File: src/inc/pte_pkg.sv
`default_nettype none
package pte_pkg;

   // Clock and timing
   localparam int unsigned CLK_HZ        = 50_000_000;
   localparam int unsigned PD_SETTLE_NS  = 1000;
   localparam int unsigned PD_SETTLE_CYC = (PD_SETTLE_NS * (CLK_HZ / 1_000_000) + 999) / 1000;
   localparam int unsigned SENSE_NS      = 320;
   localparam int unsigned SENSE_CYC     = (SENSE_NS * (CLK_HZ / 1_000_000) + 999) / 1000;
   localparam int unsigned DROOP_RUN     = 10;

   // Register byte offsets
   localparam logic [7:0] REG_CTRL = 8'h00;
   localparam logic [7:0] REG_TEST = 8'h04;
   localparam logic [7:0] REG_LED  = 8'h08;
   localparam logic [7:0] REG_STAT = 8'h0C;

   // Control register fields
   localparam int unsigned CTRL_PD    = 0;
   localparam int unsigned CTRL_AN    = 1;
   localparam int unsigned CTRL_FRC   = 2;
   localparam int unsigned CTRL_SIL   = 3;
   localparam int unsigned CTRL_LOWSW = 4;
   localparam int unsigned CTRL_SRST  = 5;
   localparam logic [5:0]  CTRL_RESET = 6'h02;

   // Test and LED register fields
   localparam int unsigned TEST_LSB  = 0;
   localparam int unsigned POL_A_LSB = 0;
   localparam int unsigned POL_B_LSB = 2;

   // Status register fields
   localparam int unsigned ST_PD_RDY  = 0;
   localparam int unsigned ST_STRAP   = 1;
   localparam int unsigned ST_HSW     = 2;
   localparam int unsigned ST_SIL     = 3;
   localparam int unsigned ST_PAT     = 4;
   localparam int unsigned ST_LOW_A   = 5;
   localparam int unsigned ST_LOW_B   = 6;
   localparam int unsigned ST_SENSING = 7;

   typedef enum logic [1:0] {
      PTE_TM_OFF   = 2'b00,
      PTE_TM_ALT   = 2'b01,
      PTE_TM_DROOP = 2'b10,
      PTE_TM_IDLE  = 2'b11
   } pte_test_e;

   typedef enum logic [1:0] {
      PTE_POL_AUTO = 2'b00,
      PTE_POL_LOW  = 2'b01,
      PTE_POL_HIGH = 2'b10,
      PTE_POL_RSVD = 2'b11
   } pte_pol_e;

   // Line symbol codes
   localparam logic [1:0] SYM_ZERO = 2'h0;
   localparam logic [1:0] SYM_POS  = 2'h1;
   localparam logic [1:0] SYM_NEG  = 2'h3;

endpackage
`default_nettype wire
File: src/hdl/pte_symgen.sv
`timescale 1ns/1ps
`default_nettype none
module pte_symgen
   import pte_pkg::*;
#(
   parameter int unsigned RUN_LEN = DROOP_RUN
) (
   input  wire logic      clk,
   input  wire logic      nrst,
   input  wire logic      enable,
   input  wire pte_test_e mode,
   output logic [1:0]     symbol
);

   localparam int unsigned CW = (RUN_LEN > 1) ? $clog2(RUN_LEN) : 1;

   typedef struct packed {
      logic [CW-1:0] cnt;
      logic          neg;
      logic [1:0]    sym;
   } pte_gen_s;

   pte_gen_s st_q;
   pte_gen_s st_d;

   always_comb begin
      st_d = st_q;
      if (!enable) begin
         st_d = '0;
      end else begin
         case (mode)
            PTE_TM_ALT: begin
               st_d.cnt = '0;
               st_d.sym = st_q.neg ? SYM_NEG : SYM_POS;
               st_d.neg = ~st_q.neg;
            end
            PTE_TM_DROOP: begin
               st_d.sym = st_q.neg ? SYM_NEG : SYM_POS;
               if (st_q.cnt == CW'(RUN_LEN - 1)) begin
                  st_d.cnt = '0;
                  st_d.neg = ~st_q.neg;
               end else begin
                  st_d.cnt = CW'(st_q.cnt + 1'b1);
               end
            end
            default: begin
               st_d = '0;
            end
         endcase
      end
   end

   always_ff @(posedge clk or negedge nrst) begin
      if (!nrst) begin
         st_q <= '0;
      end else begin
         st_q <= st_d;
      end
   end

   assign symbol = st_q.sym;

endmodule
`default_nettype wire

File: src/hdl/pte_top.sv
// Added by the designer: register access over Avalon-MM and the register addresses.
`timescale 1ns/1ps
`default_nettype none
module pte_top
   import pte_pkg::*;
#(
   parameter int unsigned PD_CYCLES    = PD_SETTLE_CYC,
   parameter int unsigned SENSE_CYCLES = SENSE_CYC,
   parameter int unsigned RUN_LEN      = DROOP_RUN
) (
   input  wire logic        clk,
   input  wire logic        nrst,
   input  wire logic [7:0]  avs_address,
   input  wire logic        avs_read,
   input  wire logic        avs_write,
   input  wire logic [31:0] avs_writedata,
   input  wire logic [3:0]  avs_byteenable,
   output logic [31:0]      avs_readdata,
   output logic             avs_waitrequest,
   input  wire logic [1:0]  tx_symbol_in,
   output logic [1:0]       tx_symbol,
   output logic             tx_path_enable,
   output logic             rx_path_enable,
   output logic             force_master,
   input  wire logic        high_swing_strap_n,
   output logic             high_swing_allowed,
   output logic             high_swing_active,
   input  wire logic        led_state_a,
   input  wire logic        led_state_b,
   input  wire logic        indicator_pin_a_i,
   output logic             indicator_pin_a_o,
   output logic             indicator_pin_a_oe,
   output logic             indicator_pin_a_pull_up,
   input  wire logic        indicator_pin_b_i,
   output logic             indicator_pin_b_o,
   output logic             indicator_pin_b_oe,
   output logic             indicator_pin_b_pull_down
);

   localparam int unsigned PW = $clog2(PD_CYCLES + 1);
   localparam int unsigned SW = (SENSE_CYCLES > 1) ? $clog2(SENSE_CYCLES) : 1;

   typedef struct packed {
      logic          ack;
      logic [31:0]   rdata;
      logic          pd_req;
      logic          autoneg_en;
      logic          forced;
      logic          silence;
      logic          low_swing;
      pte_test_e     test_sel;
      pte_pol_e      pol_a;
      pte_pol_e      pol_b;
      logic [PW-1:0] pd_cnt;
      logic          pd_reached;
      logic          strap_done;
      logic          strap_hi;
      logic          sensing;
      logic [SW-1:0] sense_cnt;
      logic          low_a;
      logic          low_b;
      logic [1:0]    sym;
      logic          tx_en;
      logic          rx_en;
      logic          master;
      logic          pin_a_o;
      logic          pin_b_o;
      logic          pin_oe;
   } pte_state_s;

   pte_state_s  st_q;
   pte_state_s  st_d;
   logic        req;
   logic        wr_go;
   logic [31:0] rd;
   logic        run_ready;
   logic        mode_sil;
   logic        mode_pd;
   logic        mode_pat;
   logic        act_low_a;
   logic        act_low_b;
   logic [1:0]  gen_sym;

   pte_symgen #(
      .RUN_LEN (RUN_LEN)
   ) pte_symgen_i (
      .clk    (clk),
      .nrst   (nrst),
      .enable (mode_pat),
      .mode   (st_q.test_sel),
      .symbol (gen_sym)
   );

   assign run_ready = ~st_q.autoneg_en & st_q.forced;
   assign mode_sil  = st_q.silence & run_ready;
   assign mode_pd   = st_q.pd_req & ~mode_sil;
   assign mode_pat  = run_ready & ~st_q.pd_req & ~st_q.silence & (st_q.test_sel != PTE_TM_OFF);

   assign act_low_a = (st_q.pol_a == PTE_POL_LOW) | ((st_q.pol_a != PTE_POL_HIGH) & st_q.low_a);
   assign act_low_b = (st_q.pol_b == PTE_POL_LOW) | ((st_q.pol_b != PTE_POL_HIGH) & st_q.low_b);

   // One wait cycle per access keeps read data registered
   assign req   = avs_read | avs_write;
   assign wr_go = avs_write & st_q.ack & avs_byteenable[0];

   always_comb begin
      rd = '0;
      case (avs_address)
         REG_CTRL: begin
            rd[CTRL_PD]    = st_q.pd_req;
            rd[CTRL_AN]    = st_q.autoneg_en;
            rd[CTRL_FRC]   = st_q.forced;
            rd[CTRL_SIL]   = st_q.silence;
            rd[CTRL_LOWSW] = st_q.low_swing;
         end
         REG_TEST: begin
            rd[TEST_LSB +: 2] = st_q.test_sel;
         end
         REG_LED: begin
            rd[POL_A_LSB +: 2] = st_q.pol_a;
            rd[POL_B_LSB +: 2] = st_q.pol_b;
         end
         REG_STAT: begin
            rd[ST_PD_RDY]  = st_q.pd_reached;
            rd[ST_STRAP]   = st_q.strap_hi;
            rd[ST_HSW]     = high_swing_active;
            rd[ST_SIL]     = mode_sil;
            rd[ST_PAT]     = mode_pat;
            rd[ST_LOW_A]   = st_q.low_a;
            rd[ST_LOW_B]   = st_q.low_b;
            rd[ST_SENSING] = st_q.sensing;
         end
         default: begin
            rd = '0;
         end
      endcase
   end

   always_comb begin
      st_d     = st_q;
      st_d.ack = req & ~st_q.ack;
      if (req && !st_q.ack) begin
         st_d.rdata = rd;
      end

      // Strap is caught on the first edge after reset release
      if (!st_q.strap_done) begin
         st_d.strap_done = 1'b1;
         st_d.strap_hi   = high_swing_strap_n;
      end

      if (st_q.sensing) begin
         if (st_q.sense_cnt == SW'(SENSE_CYCLES - 1)) begin
            st_d.sensing = 1'b0;
            st_d.low_a   = indicator_pin_a_i;
            st_d.low_b   = indicator_pin_b_i;
         end else begin
            st_d.sense_cnt = SW'(st_q.sense_cnt + 1'b1);
         end
      end

      if (wr_go) begin
         case (avs_address)
            REG_CTRL: begin
               st_d.pd_req    = avs_writedata[CTRL_PD];
               st_d.autoneg_en = avs_writedata[CTRL_AN];
               st_d.forced    = avs_writedata[CTRL_FRC];
               st_d.low_swing = avs_writedata[CTRL_LOWSW];
               st_d.silence   = avs_writedata[CTRL_SIL] & (avs_writedata[CTRL_PD] | ~st_q.silence);
               if (avs_writedata[CTRL_SRST]) begin
                  st_d.sensing   = 1'b1;
                  st_d.sense_cnt = '0;
               end
            end
            REG_TEST: begin
               st_d.test_sel = pte_test_e'(avs_writedata[TEST_LSB +: 2]);
            end
            REG_LED: begin
               st_d.pol_a = pte_pol_e'(avs_writedata[POL_A_LSB +: 2]);
               st_d.pol_b = pte_pol_e'(avs_writedata[POL_B_LSB +: 2]);
            end
            default: begin
               st_d.pol_a = st_q.pol_a;
            end
         endcase
      end

      if (!st_d.pd_req) begin
         st_d.pd_cnt = '0;
      end else if (st_q.pd_cnt != PW'(PD_CYCLES)) begin
         st_d.pd_cnt = PW'(st_q.pd_cnt + 1'b1);
      end
      st_d.pd_reached = st_d.pd_req & (st_d.pd_cnt == PW'(PD_CYCLES));

      if (mode_sil) begin
         st_d.sym    = SYM_ZERO;
         st_d.tx_en  = 1'b1;
         st_d.rx_en  = 1'b1;
         st_d.master = 1'b0;
      end else if (mode_pd) begin
         st_d.sym    = SYM_ZERO;
         st_d.tx_en  = 1'b0;
         st_d.rx_en  = 1'b0;
         st_d.master = 1'b0;
      end else if (mode_pat) begin
         st_d.sym    = (st_q.test_sel == PTE_TM_IDLE) ? tx_symbol_in : gen_sym;
         st_d.tx_en  = 1'b1;
         st_d.rx_en  = 1'b1;
         st_d.master = (st_q.test_sel == PTE_TM_IDLE);
      end else begin
         st_d.sym    = tx_symbol_in;
         st_d.tx_en  = 1'b1;
         st_d.rx_en  = 1'b1;
         st_d.master = 1'b0;
      end

      st_d.pin_oe  = ~st_d.sensing;
      st_d.pin_a_o = ~st_d.sensing & (act_low_a ? ~led_state_a : led_state_a);
      st_d.pin_b_o = ~st_d.sensing & (act_low_b ? ~led_state_b : led_state_b);
   end

   always_ff @(posedge clk or negedge nrst) begin
      if (!nrst) begin
         st_q         <= '0;
         st_q.autoneg_en <= CTRL_RESET[CTRL_AN];
         st_q.sensing <= 1'b1;
      end else begin
         st_q <= st_d;
      end
   end

   assign avs_readdata    = st_q.rdata;
   assign avs_waitrequest = req & ~st_q.ack;
   assign tx_symbol       = st_q.sym;
   assign tx_path_enable  = st_q.tx_en;
   assign rx_path_enable  = st_q.rx_en;
   assign force_master    = st_q.master;

   assign high_swing_allowed = st_q.strap_done & ~st_q.strap_hi;
   assign high_swing_active  = high_swing_allowed & ~st_q.low_swing;

   assign indicator_pin_a_o  = st_q.pin_a_o;
   assign indicator_pin_b_o  = st_q.pin_b_o;
   assign indicator_pin_a_oe = st_q.pin_oe;
   assign indicator_pin_b_oe = st_q.pin_oe;
   assign indicator_pin_a_pull_up   = 1'b1;
   assign indicator_pin_b_pull_down = 1'b1;

   // Helper: counts repeats of the same line symbol while the droop pattern runs, else holds zero
   localparam int PD_WAIT = PD_CYCLES + 1;
   logic [1:0] prev_sym_q;
   logic [7:0] rep_q;
   logic       alt_run;
   logic       droop_run;
   assign alt_run   = mode_pat & (st_q.test_sel == PTE_TM_ALT);
   assign droop_run = mode_pat & (st_q.test_sel == PTE_TM_DROOP);

   always_ff @(posedge clk or negedge nrst) begin
      if (!nrst) begin
         prev_sym_q <= 2'h0;
         rep_q      <= 8'h00;
      end else begin
         prev_sym_q <= tx_symbol;
         rep_q      <= (tx_symbol == prev_sym_q && droop_run) ? 8'(rep_q + 1'b1) : 8'h00;
      end
   end
endmodule
`default_nettype wire

File: config.mk
export PLATFORM = sky130hd
export DESIGN_NAME = pte_top
export DESIGN_NICKNAME = d
export VERILOG_FILES = /design/src/inc/pte_pkg.sv /design/src/hdl/pte_symgen.sv /design/src/hdl/pte_top.sv
export SDC_FILE = /design/constraint.sdc
export NUM_CORES = 1
export LEC_CHECK = 0
export BUFFER_PORTS_ARGS = -buffer_cell sky130_fd_sc_hd__buf_2
export CAP_MARGIN = 5
export CORE_UTILIZATION = 50
export DETAILED_ROUTE_END_ITERATION = 7
export PLACE_DENSITY = 0.84
export SYNTH_ARGS = -nofsm -noshare
export SYNTH_HDL_FRONTEND = slang
export SYNTH_HIERARCHICAL = 1
export SYNTH_SLANG_ARGS = --single-unit
export TNS_END_PERCENT = 30
File: constraint.sdc
create_clock -name clk -period 4.35 [get_ports clk]
set_input_delay 0.435 -clock clk [delete_from_list [all_inputs] [get_ports clk]]
set_output_delay 0.435 -clock clk [all_outputs]
set_load 0.01 [all_outputs]
==> impl_results.md <==
- Worst Reg2Reg Path Length in Cells: 5
- Sequential area share after synthesis: 0.4641
- #FFs+latches synth: 50
- Endpoints failing setup: 0
- Cts hold-fix bufs: 0
- Setup TNS: 0 ps
- Place WS: 1748 ps
- Fin crit period: 2274 ps
- Fin nets: 353
- Power density cells: 285.7 nW/um^2
- Synth area leaders: dfrtp_1, buf_4, mux2_2, ha_1, mux2i_1
- Setup CP Type: in2reg
- Setup ws final: 2076 ps
- Post-synth top cells: dfrtp_1, buf_4, nor2_1
- Root buffer cell: clkbuf_8
- Via density: 5.039
- Gr usage total: 0.1688
- Final max-slew violation count: 0
- Clock Power Share: 0.334
- First-pass GRT wire length: 7113 um
- Largest net degree at the start of global routing: 51
- RSZ-0062 raised after global routing: false
- Fin cells: 362
- Clock transition at path regs: 80 ps
- I/O Pins: 101
- Mapped cell area: 2701 um^2
- Share of cells above drive strength 1: 0.2671
- PortBufs: 45
- Setup crit end kind: flop
- Max Freq: 439.7 MHz
- Switch Pwr: 0.1978 mW
- Number of synthesized flops with an enable pin: 0
- Wirelength per Cell: 12.38 um
- FFs w/ async S/R, synth: 1.000
- CP required: 4540 ps
- Die outline width: 75.50 um
- Starting density of the core: 0.5256
- Final period utilization: 0.5228
- Synth Instances: 258
- DRC: 0
- Critical R2R Launch: st_q[34]
- Leakage: 1.415 nW
- Yosys top cell area share: 0.4447
- MaxCap Viol Count: 0
- Leading register cell type out of synthesis: dfrtp_1
- Netlist cell types: 46
- Core Area: 5140 um^2
- Die ar.: 5700 um^2
- H-tree lvl count: 2
- TritonCTS clock tree: yes
- Reg2reg end: pte_symgen_i/st_q[6]
- R2R Setup Slk: 2310 ps
- Worst-path maximum fanout: 7
- Post-CTS Repair Setup Buffers: 0
- DRT Pass-1 Iters: 4
- Via Count: 1824
- Final ANT Viol Nets: 0
- Sequential share of power: 0.581
- Area leader, netlist: dfrtp_1
- Die height: 75.50 um
- Clk Latency, worst-skew pair: 300 ps
- Most common cell in the netlist: dfrtp_1
- Post_cts resized: 0
- Vias in the first global route: 1680
- Antenna diodes: 0
- Maximum vdd drop: 0.0001201 V
- Global route total overflow: 0
- Synth warn: 6
- Worst Skew: 3.926 ps
- Max Root-Sink Buffers: 2
- Hpwl dp: 3381 um
- Slew HR: 0.2961
- Drt total wl: 4483 um
- Switching Fraction: 0.2401
- CP arrival: 2470 ps
- Filler Cell Count: 453
- Clk sinks: 50
- Area Growth Syn to Fin: 6.763%
- Worst-margin pin slew: 1056 ps
- GPL Wtd Cong: 0.7745
- Syn Area/Cell: 10.47 um^2
- Final Hold Fails: 0
- Critical path launch point type: primary input
- Placed Cells: 354
- Status: complete, no violations
- Internal Power: 0.6262 mW
- Total CTS buffers: 5
- DRT iter0 DRCs: 100
- Type of the tightest min-delay check: in2async
- Post-Route Utilization: 0.5611
- Initial antenna violation count: 0
- Combinational power share: 0.085
- Cell Rows: 26
worst max-delay path by stage:
stage                              start        to  slack, ps  cells after the start
after floorplan           avs_address[5]  st_q[19]       2200                      5
after global placement    avs_address[5]  st_q[19]       1760                      6
after detailed placement  avs_address[5]  st_q[19]       1750                      6
after CTS                 avs_address[5]  st_q[19]       2080                      6
after global routing      avs_address[5]  st_q[19]       2000                      6
final                     avs_address[5]  st_q[19]       2080                      6
per-layer routing:
layer / wire length, um / global-route usage / share of wire
met3: 229 / 0.03042 / 0.051
met2: 2166 / 0.2976 / 0.48
met1: 1961 / 0.1935 / 0.44
met5: 0 / 0 / 0
met4: 125 / 0.09465 / 0.028
sequential cells by signal, summed over array words and instances, names as in the netlist:
register and flops:
avs_readdata 8, force_master 1, indicator_pin_a_o 1, indicator_pin_a_oe 1
indicator_pin_b_o 1, pte_symgen_i/st_q 5, pte_symgen_i/symbol 2, rx_path_enable 1
st_q 28, tx_symbol 2
placed cells by master, fill, tap and decap left out, types with 2 or more instances in the layout:
cell type / instances
or2_2: 2
a221oi_1: 2
buf_2: 45
nand3_1: 10
nand4b_1: 4
and2_1: 2
a31oi_1: 2
or4b_2: 2
o21ai_0: 8
clkbuf_8: 6
mux2_2: 13
nor3_1: 7
a21oi_1: 3
nand2b_1: 2
a211oi_1: 2
mux2i_1: 8
nand2_1: 19
dfstp_2: 2
maj3_1: 2
nand4_1: 3
conb_1: 27
xor2_1: 6
dfrtp_1: 48
ha_1: 7
inv_1: 11
nor2b_1: 5
xnor2_1: 3
nor2_1: 21
through the flow:
stage | power, mW | area [um^2] | hold slack [ps]
5_1_grt | 0.8555 | 2884 | 353.8
6_report | 0.8241 | 2884 | 313.9
3_3_place_gp | 0.5570 | 2793 | 449.0
3_5_place_dp | 0.5585 | 2793 | 456.3
2_1_floorplan | 0.5452 | 2795 | 139.4
4_1_cts | 0.8327 | 2884 | 352.4
cell type report:
type                    instances  area [um^2]  share of cell area
flip-flops and latches         50         1254              0.4347
multi-input cells             178         1185              0.4108
repair buffers                 45        225.2             0.07809
well taps                      70        87.58             0.03037
clock buffers                   7        86.33             0.02993
inverters                      11        41.29             0.01432
clock inverters                 1        5.005            0.001735
power groups by stage:
stage                     combinational, mW  sequential [mW]  clock [mW]
after global routing                 0.0799            0.480       0.296
after floorplan                      0.0575            0.488           0
after detailed placement             0.0706            0.488           0
after global placement               0.0693            0.488           0
final                                0.0703            0.479       0.275
after CTS                            0.0708            0.479       0.283
critical path, stage by stage:
cell and delay [ps]:
buf_2 100, or4_4 570, nor4_4 470, mux2i_1 620, inv_1 130, o311a_1 140
cells by family (layout without fill, tap and decap cells):
family	Yosys count	in the layout	synth area share
muxes	21	21	0.08384
DFF	50	50	0.4641
buffers and inverters	55	64	0.1320
xor gates and xnor gates	9	9	0.02918
other	2	27	0.002780
adders and majority gates	9	9	0.03983
and+or+nand+nor	89	89	0.1899
AOI/OAI and AO/OA	23	23	0.05836
Note: power is estimated with default switching activity, not from simulation.
